--- config.mk ---
export PLATFORM = sky130hd
export DESIGN_NAME = acmcr_top
export DESIGN_NICKNAME = d
export VERILOG_FILES = /design/src/logic/acmcr_pkg.sv /design/src/logic/acmcr_clk_decode.sv /design/src/logic/acmcr_top.sv
export SDC_FILE = /design/constraint.sdc
export NUM_CORES = 1
export LEC_CHECK = 0
export BUFFER_PORTS_ARGS = -buffer_cell sky130_fd_sc_hd__buf_2
export CORE_MARGIN = 2
export CORE_UTILIZATION = 40
export DETAILED_ROUTE_END_ITERATION = 8
export GPL_TIMING_DRIVEN = 1
export PLACE_DENSITY = 0.61
export SYNTH_ARGS = -nofsm -noshare
export SYNTH_HDL_FRONTEND = slang
export SYNTH_SLANG_ARGS = --single-unit
--- constraint.sdc ---
create_clock -name clk -period 3.8 [get_ports clk]
set_input_delay 0.38 -clock clk [delete_from_list [all_inputs] [get_ports clk]]
set_output_delay 0.38 -clock clk [all_outputs]
set_load 0.005 [all_outputs]
--- src/logic/acmcr_pkg.sv ---
// Package of constants and types for the converter mode control register.
package acmcr_pkg;

   // ------------------------------------------------------------
   // Register selection and layout
   // ------------------------------------------------------------
   localparam logic [2:0] ACMCR_SEL_MODE = 3'h1;
   localparam int ACMCR_WIDTH = 24;
   localparam logic [23:0] ACMCR_RESET = 24'h080060;
   localparam int ACMCR_MODE_LSB = 21;
   localparam int ACMCR_APPEND_BIT = 20;
   localparam int ACMCR_CLK_LSB = 18;
   localparam int ACMCR_FILTER_BIT = 15;
   localparam int ACMCR_PARITY_BIT = 13;
   localparam int ACMCR_SINGLE_BIT = 11;
   localparam int ACMCR_REJECT_BIT = 10;
   localparam int ACMCR_DIV_LSB = 0;
   // Bits 17, 16, 14 and 12 always read as zero.
   localparam logic [23:0] ACMCR_WRITE_MASK = 24'hfcafff;
   localparam int ACMCR_RESTART_CYCLES = 2;
   localparam logic [4:0] ACMCR_BITS_LAST = 5'h17;

   // ------------------------------------------------------------
   // Clock source encodings
   // ------------------------------------------------------------
   localparam logic [1:0] ACMCR_CLK_XTAL = 2'h0;
   localparam logic [1:0] ACMCR_CLK_EXT = 2'h1;
   localparam logic [1:0] ACMCR_CLK_INT = 2'h2;
   localparam logic [1:0] ACMCR_CLK_INT_OUT = 2'h3;

   typedef struct packed {
      logic [2:0] operating_mode_select;
      logic append_status;
      logic [1:0] clock_source_select;
      logic filter_order_select;
      logic parity_enable;
      logic single_cycle;
      logic sixty_hz_reject;
      logic [9:0] output_rate_divider;
   } acmcr_fields_t;

   typedef struct packed {
      logic use_crystal;
      logic use_external;
      logic use_internal;
      logic clock_pin_b_oe;
   } acmcr_clk_t;

endpackage : acmcr_pkg

--- src/logic/acmcr_clk_decode.sv ---
// Decode of the clock-source select field into clock routing controls.
`timescale 1ns/100ps
module acmcr_clk_decode (
   input wire logic [1:0] clock_source_select,
   output acmcr_pkg::acmcr_clk_t clk_ctl
);
   import acmcr_pkg::*;

   always_comb begin
      clk_ctl = '0;
      unique case (clock_source_select)
         ACMCR_CLK_XTAL: clk_ctl.use_crystal = 1'b1;
         ACMCR_CLK_EXT: clk_ctl.use_external = 1'b1;
         ACMCR_CLK_INT: clk_ctl.use_internal = 1'b1;
         ACMCR_CLK_INT_OUT: begin
            clk_ctl.use_internal = 1'b1;
            clk_ctl.clock_pin_b_oe = 1'b1;
         end
      endcase
   end

endmodule : acmcr_clk_decode

--- src/logic/acmcr_top.sv ---
// Converter mode control register with serial access and derived controls.
`timescale 1ns/100ps
module acmcr_top (
   input wire logic clk,
   input wire logic reset_n,
   input wire logic sclk,
   input wire logic cs_n,
   input wire logic din,
   input wire logic [2:0] register_select,
   input wire logic access_write,
   input wire logic [23:0] data_word,
   output logic dout,
   output logic restart,
   output logic not_ready_set,
   output logic parity_flag,
   output acmcr_pkg::acmcr_fields_t mode_fields,
   output acmcr_pkg::acmcr_clk_t clk_ctl
);
   import acmcr_pkg::*;

   // ------------------------------------------------------------
   // Reset release and pin synchronisers
   // ------------------------------------------------------------
   // Reset leaves through two flops so every register comes out of reset on the same edge.
   logic [1:0] rst_sync_r;
   logic rst_n;
   always_ff @(posedge clk or negedge reset_n) begin
      if (!reset_n) rst_sync_r <= 2'b00;
      else rst_sync_r <= {rst_sync_r[0], 1'b1};
   end
   assign rst_n = rst_sync_r[1];

   // The flops reset to the idle pin levels so that no false sclk edge follows reset.
   logic [2:0] pin_s1_r, pin_s2_r;
   always_ff @(posedge clk or negedge rst_n) begin
      if (!rst_n) begin
         pin_s1_r <= 3'h2;
         pin_s2_r <= 3'h2;
      end else begin
         pin_s1_r <= {sclk, cs_n, din};
         pin_s2_r <= pin_s1_r;
      end
   end

   function automatic logic odd_ones(input logic [23:0] w);
      odd_ones = ^w;
   endfunction : odd_ones

   // ------------------------------------------------------------
   // Serial shifter and register
   // ------------------------------------------------------------
   logic sclk_d_r, sclk_d_nxt;
   logic [23:0] mode_r, mode_nxt;
   logic [23:0] shift_r, shift_nxt;
   logic [4:0] count_r, count_nxt;
   logic active_r, active_nxt;
   logic dout_r, dout_nxt;
   logic [1:0] restart_cnt_r, restart_cnt_nxt;
   logic restart_r, restart_nxt;
   logic nrdy_r, nrdy_nxt;
   logic parity_r, parity_nxt;
   logic sel_mode;
   logic rise, fall, cs_active;
   logic write_done;

   assign sel_mode = (register_select == ACMCR_SEL_MODE);
   assign cs_active = !pin_s2_r[1];
   assign rise = pin_s2_r[2] && !sclk_d_r;
   assign fall = !pin_s2_r[2] && sclk_d_r;

   always_comb begin
      sclk_d_nxt = pin_s2_r[2];
      mode_nxt = mode_r;
      shift_nxt = shift_r;
      count_nxt = count_r;
      active_nxt = active_r;
      dout_nxt = dout_r;
      write_done = 1'b0;
      if (!cs_active || !sel_mode) begin
         active_nxt = 1'b0;
         count_nxt = '0;
      end else if (!active_r) begin
         active_nxt = 1'b1;
         count_nxt = '0;
         shift_nxt = mode_r;
         dout_nxt = mode_r[23];
      end else if (rise) begin
         shift_nxt = {shift_r[22:0], pin_s2_r[0]};
         if (count_r == ACMCR_BITS_LAST) begin
            count_nxt = '0;
            if (access_write) begin
               // Reserved positions are forced low so they read back zero.
               mode_nxt = {shift_r[22:0], pin_s2_r[0]} & ACMCR_WRITE_MASK;
               write_done = 1'b1;
            end
         end else begin
            count_nxt = count_r + 5'h1;
         end
      end else if (fall && !access_write) begin
         dout_nxt = shift_r[23];
      end
   end

   always_ff @(posedge clk or negedge rst_n) begin
      if (!rst_n) begin
         sclk_d_r <= 1'b0;
         mode_r <= ACMCR_RESET;
         shift_r <= '0;
         count_r <= '0;
         active_r <= 1'b0;
         dout_r <= 1'b0;
      end else begin
         sclk_d_r <= sclk_d_nxt;
         mode_r <= mode_nxt;
         shift_r <= shift_nxt;
         count_r <= count_nxt;
         active_r <= active_nxt;
         dout_r <= dout_nxt;
      end
   end

   // ------------------------------------------------------------
   // Restart pulse
   // ------------------------------------------------------------
   always_comb begin
      restart_cnt_nxt = restart_cnt_r;
      restart_nxt = 1'b0;
      nrdy_nxt = 1'b0;
      if (restart_cnt_r != 2'h0) begin
         restart_cnt_nxt = restart_cnt_r - 2'h1;
         restart_nxt = 1'b1;
         nrdy_nxt = 1'b1;
      end
      // A write that lands during a running pulse starts the count again, so the set wins.
      if (write_done) begin
         restart_cnt_nxt = 2'(ACMCR_RESTART_CYCLES);
      end
   end

   always_ff @(posedge clk or negedge rst_n) begin
      if (!rst_n) begin
         restart_cnt_r <= '0;
         restart_r <= 1'b0;
         nrdy_r <= 1'b0;
      end else begin
         restart_cnt_r <= restart_cnt_nxt;
         restart_r <= restart_nxt;
         nrdy_r <= nrdy_nxt;
      end
   end

   // ------------------------------------------------------------
   // Parity flag
   // ------------------------------------------------------------
   always_comb begin
      // The flag follows the data word only while parity checking is enabled.
      if (mode_r[ACMCR_PARITY_BIT]) begin
         parity_nxt = odd_ones(data_word);
      end else begin
         parity_nxt = 1'b0;
      end
   end

   always_ff @(posedge clk or negedge rst_n) begin
      if (!rst_n) parity_r <= 1'b0;
      else parity_r <= parity_nxt;
   end

   // ------------------------------------------------------------
   // Field outputs
   // ------------------------------------------------------------
   acmcr_fields_t fields_r, fields_nxt;
   acmcr_clk_t clk_dec, clk_ctl_r;

   always_comb begin
      fields_nxt.operating_mode_select = mode_r[ACMCR_MODE_LSB +: 3];
      fields_nxt.append_status = mode_r[ACMCR_APPEND_BIT];
      fields_nxt.clock_source_select = mode_r[ACMCR_CLK_LSB +: 2];
      fields_nxt.filter_order_select = mode_r[ACMCR_FILTER_BIT];
      fields_nxt.parity_enable = mode_r[ACMCR_PARITY_BIT];
      fields_nxt.single_cycle = mode_r[ACMCR_SINGLE_BIT];
      fields_nxt.sixty_hz_reject = mode_r[ACMCR_REJECT_BIT];
      fields_nxt.output_rate_divider = mode_r[ACMCR_DIV_LSB +: 10];
   end

   acmcr_clk_decode u_clk_decode (
      .clock_source_select(mode_r[ACMCR_CLK_LSB +: 2]),
      .clk_ctl(clk_dec)
   );

   always_ff @(posedge clk or negedge rst_n) begin
      if (!rst_n) begin
         fields_r <= acmcr_fields_t'({ACMCR_RESET[23:18], ACMCR_RESET[15], ACMCR_RESET[13],
            ACMCR_RESET[11:0]});
         clk_ctl_r <= '0;
      end else begin
         fields_r <= fields_nxt;
         clk_ctl_r <= clk_dec;
      end
   end

   assign dout = dout_r;
   assign restart = restart_r;
   assign not_ready_set = nrdy_r;
   assign parity_flag = parity_r;
   assign mode_fields = fields_r;
   assign clk_ctl = clk_ctl_r;

endmodule : acmcr_top

==> results.yml, run 1 <==
logic_synthesis:
  muxShareOfSynthArea_pct: 14.5
  synth_top_family_by_area: "multiplexers"
  ys_ff_latch: 88
  postSynthAreaPerCell_um2: 13.8
  async_flop_share_pct: 100
  synth_edf_count: 0
  ys_types: 33
  synth_warnings: 0
  ys.flop_type: "dfrtp_1"
  synth_top_area_share_pct: 57.2
  synth_compound_area_share_pct: 5.08
  synth_seq_area_share_pct: 63.2
  syn_nets: 288
  synth_top_area_cell: "dfrtp_1"
  synth_xor_xnor_area_share_pct: 6.65
  yosys-top-cells-area: "dfrtp_1, mux2_4, dfstp_2"
  syn_area_um2: 3500
  synth-adder-area-share_pct: 0.715
  syn_inst: 253
  synth-simple-area-share_pct: 7.62
setup_path:
  ff2ff_setup_slack_ps: 1750
  timing.rr.end: "mode_r[4]"
  worstPathRequired_ps: 4030
  max_stage_delay_ps: 420
  critical_path_arrival_ps: 2280
  crit-reg2reg-launch: "pin_s2_r[1]"
  crit_path_end_kind: "flop"
  setup.worst_path.class: "reg2reg"
  crit_start: "pin_s2_r[1]"
  crit_path_end: "mode_r[4]"
  slowest_stage: "mux2_4"
  start_kind: "flop"
  crit_chain: "nor4b_4 -> nand2_4 -> nor2_4 -> nand3_4 -> mux2_4"
  ff2ff_path_depth: 5
  crit_fanout: 21
grt:
  grt_max_degree: 87
  grt_pass1_wl_mm: 9.74
  grt_pass1_vias: 2046
  overflow: 0
  antenna_found_initial: 0
  grt_use_total_pct: 12.9
place:
  post_dp_cell_area_um2: 3890
  io_buffers: 60
  dp.cells: 412
  dp_hpwl_mm: 3.57
  finalWeightedCongestion: 0.751
  pre_cts_slack_ps: 1550
layout:
  stdcell_area_um2: 4130
  final_nets: 351
  drive_gt1_share_pct: 34.3
  num_antenna_cells: 0
  stdcell_count: 429
  syn2layout_area_growth_pct: 17.9
  mostFrequentLayoutCell: "dfrtp_1"
  fin_util_pct: 48.0
  layout_common_cells: "dfrtp_1, buf_2, nand2_1"
drt:
  drc: 0
  ant_nets: 0
  viasPerCell: 4.69
  drt_iter0_drc: 105
  wl_mm: 5.53
  drtPass1Iterations: 4
  vias: 2012
  post_drt_wl_per_cell_um: 12.9
power:
  powerDensity_nw_per_um2: 430
  clockPowerShare_pct: 39.6
  p_int_mw: 1.40
  p_comb_share_pct: 6.0
  leakage_nw: 2.02
  seqPwrFrac_pct: 54.5
  ir_worst_vdd_uv: 277
  swShare_pct: 20.9
  p_sw_mw: 0.371
floorplanning:
  die_y_um: 97.5
  dieArea_um2: 9510
  die_w_um: 97.5
  core_um2: 8590
  num_rows: 34
  pin_count: 61
  initial_core_util_pct: 40.7
sta:
  period_needed_ps: 2050
  max_slew_margin_pct: 31.0
  setup_violations: 0
  hold_violations: 0
  setup_slack_ps: 1750
  worstMarginPinSlew_ps: 1030
  setup_tns_ps: 0
  rsz0062_at_grt: "no"
  max_freq_ghz: 0.488
  slew_violations: 0
  finClkSkew_ps: 9.34
  min_period_over_period_pct: 53.9
flow_run:
  cap_violations: 0
outcome:
  outcome: "finished, final reports clean"
cts:
  cts_buffer_depth: 2
  cts_resized: 0
  cts_tree: "built"
  cts_made_buffers: 9
  clk_pin_slew_ps: 80
  insertion_delay_ps: 350
  cts_root_buffer: "clkbuf_8"
  cts.sinks: 88
  htreeDepth: 3
min_path:
  hp-class: "in2reg"
power by group through the flow:
stage	logic (mW)	clock network, mW	registers, mW
after floorplan	0.0761	0	0.980
final	0.105	0.701	0.966
after global routing	0.118	0.769	0.971
after CTS	0.108	0.729	0.968
after global placement	0.105	0	0.986
after detailed placement	0.107	0	0.986
flip-flops by register name, indices dropped and copies added, names as in the netlist, 2 cells and up:
name	count
shift_r	24
mode_fields	20
mode_r	20
count_r	5
clk_ctl	4
pin_s1_r	3
pin_s2_r	3
restart_cnt_r	2
rst_sync_r	2
critical path: cells and delay by family, from the launching register on:
kind	cells	cell delay, ps
DFF	1	380
muxes	1	420
and+or+nand+nor	4	1110
worst min-delay path by stage:
stage	depth (start not counted)	end	slack [ps]	startpoint
6_report	1	pin_s1_r[1]	120	cs_n
5_1_grt	1	pin_s1_r[1]	90	cs_n
4_1_cts	1	pin_s1_r[1]	90	cs_n
3_5_place_dp	1	rst_sync_r[0]	170	reset_n
3_3_place_gp	1	rst_sync_r[0]	160	reset_n
2_1_floorplan	0	rst_sync_r[0]	80	reset_n
routing by layer:
layer	GRT usage [%]	part of all wire, %
met2	19.7	47
met4	4.49	1.6
met3	4.82	5.2
met1	17.0	47
met5	0	0
synthesized netlist by cell type, drive strengths merged, types with 2 or more instances:
cell and number:
inv 4, nor2b 2, xnor2 20, mux2i 21
buf 3, nand3 2, mux2 20, ha 2
a21oi 3, nand2 27, xor2 4, o21ai 21
a22o 4, and2 2, nor2 11, dfrtp 80
clkbuf 8, nor3b 2, dfstp 8
repair_timing:
item                                    in CTS  in global routing
hold buffers                                 1                  0
endpoints found under the setup margin       0                  0
buffers inserted                             0                  0
hold endpoints to repair                     2                  0
stage by stage:
step | power (mW) | hold slack (ps)
2_1_floorplan | 1.06 | 84.4
3_3_place_gp | 1.09 | 164
3_5_place_dp | 1.09 | 167
4_1_cts | 1.81 | 93.6
5_1_grt | 1.86 | 86.0
6_report | 1.77 | 115
area by class of cell:
type | instances | area, um2
fillers | 785 | 4470
flip-flops and latches | 88 | 2220
multi-input cells | 150 | 1210
repair buffers | 63 | 325
clock buffers | 12 | 145
well taps | 108 | 135
clock inverters | 4 | 77.6
inverters | 4 | 15.0
logic make-up (layout without fill, tap and decap cells):
| family | after synthesis | in the layout |
|---|---|---|
| other | 1 | 1 |
| adders and majority gates | 2 | 2 |
| DFF | 88 | 88 |
| buffers and inverters | 15 | 83 |
| xor gates and xnor gates | 25 | 25 |
| AOI/OAI and AO/OA | 31 | 31 |
| and+or+nand+nor | 50 | 50 |
| muxes | 41 | 41 |
(Power assumes the default switching activity.)
==> run 2: changes to the inputs <==
Settings changed: ABC_AREA from default to 1.
Clock period 3.8 ns to 2.1 ns, I/O delays scaled along.
==> run 2 against run 1 <==
Net effect:
- cell count increased by 40%
- first-iteration DRC count increased by 1.9%
- total power increased by 76%
- critical path depth increased by 2
- combinational power increased to 2.6 times the previous value
- highest routed layer unchanged
==> results.yml, run 2 <==
cts:
  cts.sinks: 88
  cts_root_buffer: "clkbuf_8"
  htreeDepth: 3
  cts_made_buffers: 9
  clk_pin_slew_ps: 80
  cts_resized: 0
  post_cts_buffers: 0
  insertion_delay_ps: 360
  cts_tree: "built"
  cts_buffer_depth: 2
sta:
  setup_violations: 0
  max_freq_ghz: 0.609
  min_period_over_period_pct: 78.2
  rsz0062_at_grt: "no"
  period_needed_ps: 1640
  hold_violations: 0
  finClkSkew_ps: 11.6
  setup_tns_ps: 0
  slew_violations: 0
logic_synthesis:
  ys.flop_type: "dfrtp_1"
  synth_edf_count: 0
  synthTopCellsByCount: "nand2_1, dfrtp_1, inv_1, o21ai_0, o211ai_1"
  synth_warnings: 0
  syn_area_um2: 3790
  ys_types: 31
  postSynthAreaPerCell_um2: 9.02
  syn_nets: 455
  synth.most_common_cell: "nand2_1"
  synth_top_area_cell: "dfrtp_1"
  synth_top_area_share_pct: 52.8
  synth_seq_area_share_pct: 58.4
  ys_ff_latch: 88
  yosys-top-cells-area: "dfrtp_1, nand2_1, inv_1"
  syn_inst: 420
  async_flop_share_pct: 100
floorplanning:
  die_w_um: 101
  num_rows: 35
  dieArea_um2: 10300
  core_um2: 9200
  initial_core_util_pct: 41.2
  die_y_um: 101
  pin_count: 61
layout:
  regMostFlops: "shift_r"
  layout_common_cells: "nand2_1, dfrtp_1, inv_1"
  fin_util_pct: 48.0
  mostFrequentLayoutCell: "nand2_1"
  num_antenna_cells: 0
  syn2layout_area_growth_pct: 16.4
  final_nets: 521
  largest_reg_flops: 24
  drive_gt1_share_pct: 21.2
power:
  total_power_mw: 3.11
  powerDensity_nw_per_um2: 705
  ir_worst_vdd_uv: 369
  leakage_nw: 2.24
setup_path:
  worstPathRequired_ps: 2370
  start_kind: "flop"
  critical_path_arrival_ps: 1910
  setup.worst_path.class: "reg2reg"
  crit_path_end_kind: "flop"
  crit_fanout: 40
drt:
  post_drt_wl_per_cell_um: 10.9
  viasPerCell: 4.72
  ant_nets: 0
  wl_mm: 6.57
  vias: 2841
  drtPass1Iterations: 4
  drt_iter0_drc: 107
  drc: 0
grt:
  overflow: 0
  grt_pass1_vias: 2651
  antenna_found_initial: 0
  grt_pass1_wl_mm: 11.6
  grt_use_total_pct: 14.3
  grt_max_degree: 45
outcome:
  outcome: "finished, final reports clean"
min_path:
  hp-class: "in2async"
place:
  dp_hpwl_mm: 4.58
  io_buffers: 60
  finalWeightedCongestion: 0.772
flow_run:
  cap_violations: 0
run 2: metrics by stage:
step | worst slack [ps] | hold slack (ps) | area [um2] | cells
after floorplan | 622 | -85.6 | 3790 | 420
after global placement | 520 | -3.06 | 4190 | 582
after detailed placement | 473 | -0.401 | 4190 | 582
after CTS | 455 | 143 | 4410 | 602
after global routing | 349 | 145 | 4410 | 602
final | 459 | 167 | 4410 | 602
run 2: kinds of logic (layout without fill, tap and decap cells):
| family | Yosys count | after routing | synth area share (%) |
|---|---|---|---|
| buffers and inverters | 79 | 150 | 8.88 |
| AND/OR/NAND/NOR | 165 | 165 | 17.9 |
| flip-flops | 88 | 88 | 58.4 |
| other | 1 | 1 | 0.0990 |
| XOR/XNOR | 9 | 9 | 2.08 |
| AO/OA/AOI/OAI | 76 | 76 | 12.0 |
| adder cells (fa/ha/maj) | 2 | 2 | 0.660 |
run 2: final cells by class:
cell class / count / area (um2)
flip-flops and latches: 88 / 2220
multi-input cells: 253 / 1240
clock inverters: 6 / 50.0
inverters: 65 / 249
fillers: 862 / 4780
repair buffers: 69 / 390
well taps: 111 / 139
clock buffers: 10 / 128
run 2: critical path: stages (launching register included):
cell and delay [ps]:
dfrtp_1 390, ha_1 220, inv_1 110, nor3_2 80, nand4_4 90, buf_4 400, clkinv_4 110, nor3_1 150
run 2: worst paths after layout:
path	from	endpoint	slack [ps]	cells past startpoint
worst max register to register	count_r[0]	restart_cnt_r[0]	460	7
worst min register to register	rst_sync_r[1]	shift_r[11]	290	0
min in group clk	register_select[1]	active_r	170	4
worst max-delay path	count_r[0]	restart_cnt_r[0]	460	7
worst min-delay path	reset_n	rst_sync_r[1]	170	2
max in group asynchronous	rst_sync_r[1]	shift_r[10]	1220	1
run 2: power by group:
| part | internal (mW) | leakage [nW] | switching [mW] | total (mW) |
|---|---|---|---|---|
| Combinational | 0.105 | 1.00 | 0.172 | 0.276 |
| Clock | 0.444 | 0.0839 | 0.604 | 1.05 |
| Sequential | 1.75 | 1.16 | 0.0325 | 1.79 |
run 2: timing repair:
item	in CTS	in global routing
hold buffers	4	0
setup endpoints to repair	0	0
hold endpoints to repair	5	0
run 2: routing by layer:
metal	GRT usage (%)	wire length (um)	vias up
li1	-	-	1444
met1	16.7	2970	1333
met2	24.6	3200	53
met3	5.18	269	11
met4	4.47	127	0
met5	0	0	-
==> run 3: changes to the inputs <==
Clock period 2.1 ns to 1.61 ns, I/O delays scaled along.
==> run 3 against run 2 <==
Net effect:
- sequential share of layout area is 2.6 points lower
- register-to-register slack worse by 370 ps
- global-route usage is 0.45 points lower
- design area is 5.4% higher
- hold slack worse by 62 ps
- die area stayed put
- critical path type unchanged
==> results.yml, run 3 (synthesized netlist as in run 2, its figures left out) <==
floorplanning:
  die_y_um: 101
  die_w_um: 101
  num_rows: 35
  initial_core_util_pct: 41.2
  dieArea_um2: 10300
  core_um2: 9200
  pin_count: 61
power:
  leakage_nw: 2.38
  powerDensity_nw_per_um2: 922
  ir_worst_vdd_uv: 435
cts:
  cts.sinks: 88
  insertion_delay_ps: 360
  cts_tree: "built"
  cts_root_buffer: "clkbuf_8"
  cts_made_buffers: 9
  clk_pin_slew_ps: 80
  cts_buffer_depth: 2
  htreeDepth: 3
min_path:
  hp-class: "in2async"
drt:
  post_drt_wl_per_cell_um: 11.2
  drc: 0
  vias: 2846
  viasPerCell: 4.62
  drt_iter0_drc: 118
  ant_nets: 0
  wl_mm: 6.90
  drtPass1Iterations: 4
sta:
  max_freq_ghz: 0.658
  setup_tns_ps: 0
  hold_violations: 0
  period_needed_ps: 1520
  setup_violations: 0
  finClkSkew_ps: 9.33
  slew_violations: 0
  min_period_over_period_pct: 94.3
  setup_slack_ps: 91.1
layout:
  syn2layout_area_growth_pct: 22.7
  mostFrequentLayoutCell: "nand2_1"
  num_antenna_cells: 0
  ff_latch_area_um2: 2220
  fill_cells: 853
  largest_reg_flops: 24
  fin_util_pct: 50.5
  layout_common_cells: "nand2_1, dfrtp_1, inv_1"
  drive_gt1_share_pct: 24.2
  multi_input_area_um2: 1260
  stdcell_count: 616
  stdcell_area_um2: 4650
  regMostFlops: "shift_r"
  final_nets: 535
setup_path:
  max_stage_delay_ps: 530
  crit_fanout: 5
  timing.rr.end: "shift_r[12]"
  start_kind: "flop"
  worstPathRequired_ps: 1850
  slowest_stage: "dfstp_2"
  crit_path_end_kind: "flop"
  setup.worst_path.class: "reg2reg"
  critical_path_arrival_ps: 1760
  ff2ff_setup_slack_ps: 90
  ff2ff_path_depth: 10
  path_buf_inv: 5
  cp_common_cell: "buf_4"
  crit_chain: "nor2_2 -> nand2_2 -> nor2_2 -> inv_2 -> nor2_4 -> buf_4 -> buf_4 -> buf_4 -> inv_1 -> o22ai_1"
  crit_family: "buffers and inverters"
  crit-reg2reg-launch: "pin_s2_r[1]"
grt:
  overflow: 0
  antenna_found_initial: 0
  grt_pass1_wl_mm: 11.2
  grt_max_degree: 49
  grt_pass1_vias: 2558
  grt_use_total_pct: 13.8
place:
  dp.cells: 584
  finalWeightedCongestion: 0.731
  io_buffers: 60
  dp_hpwl_mm: 4.54
  pre_cts_slack_ps: 52.3
  post_dp_cell_area_um2: 4250
outcome:
  outcome: "finished, final reports clean"
flow_run:
  cap_violations: 0
-- run 3: cell types whose count changed in the layout (fill, tap and decap cells not counted), sizes merged --
cell,before,now
clkbuf,10,12
bufinv,0,1
buf,65,76
clkinv,2,3
clkinvlp,2,1
inv,67,66
nand4,1,2
-- run 3: worst max-delay path by stage --
stage,startpoint,end,slack [ps],cells after the start
2_1_floorplan,rst_sync_r[1],active_r,130,0
3_3_place_gp,count_r[0],mode_r[15],100,7
3_5_place_dp,count_r[0],mode_r[15],50,7
4_1_cts,count_r[0],mode_r[9],40,7
5_1_grt,count_r[1],mode_r[9],-20,7
6_report,pin_s2_r[1],shift_r[12],90,10
-- run 3: per-stage QoR --
step / power, mW / hold slack (ps)
2_1_floorplan: 2.61 / -135
4_1_cts: 4.35 / 87.0
6_report: 4.29 / 105
5_1_grt: 4.51 / 91.1
3_5_place_dp: 2.74 / -51.4
3_3_place_gp: 2.73 / -52.6
-- run 3: report_power, final --
group          leakage, nW  switching (mW)  internal [mW]
combinational         1.12           0.240          0.143
clock                0.105           0.804          0.780
sequential            1.16          0.0284           2.29
total                 2.38            1.07           3.21
-- run 3: layer usage --
metal / vias up / GRT usage (%) / routed length [um]
li1: 1478 / - / -
met1: 1324 / 16.5 / 3210
met2: 38 / 24.0 / 3400
met3: 6 / 4.62 / 233
met4: 0 / 3.74 / 65
met5: - / 0 / 0
-- run 3: cell type report --
| class | count | share of cell area, % |
|---|---|---|
| sequential | 88 | 47.7 |
| multi-input combinational | 254 | 27.2 |
| timing repair buffer | 82 | 12.2 |
| inverter | 65 | 5.36 |
| tap | 111 | 2.99 |
| clock buffer | 10 | 2.96 |
| clock inverter | 6 | 1.62 |
-- run 3: repair_timing --
| action | 4_1_cts | 5_1_grt |
|---|---|---|
| buffers inserted | 0 | 8 |
| resized for setup | 0 | 5 |
| endpoints found under the setup margin | 0 | 18 |
| hold buffers | 4 | 0 |
| endpoints found under the hold margin | 5 | 0 |
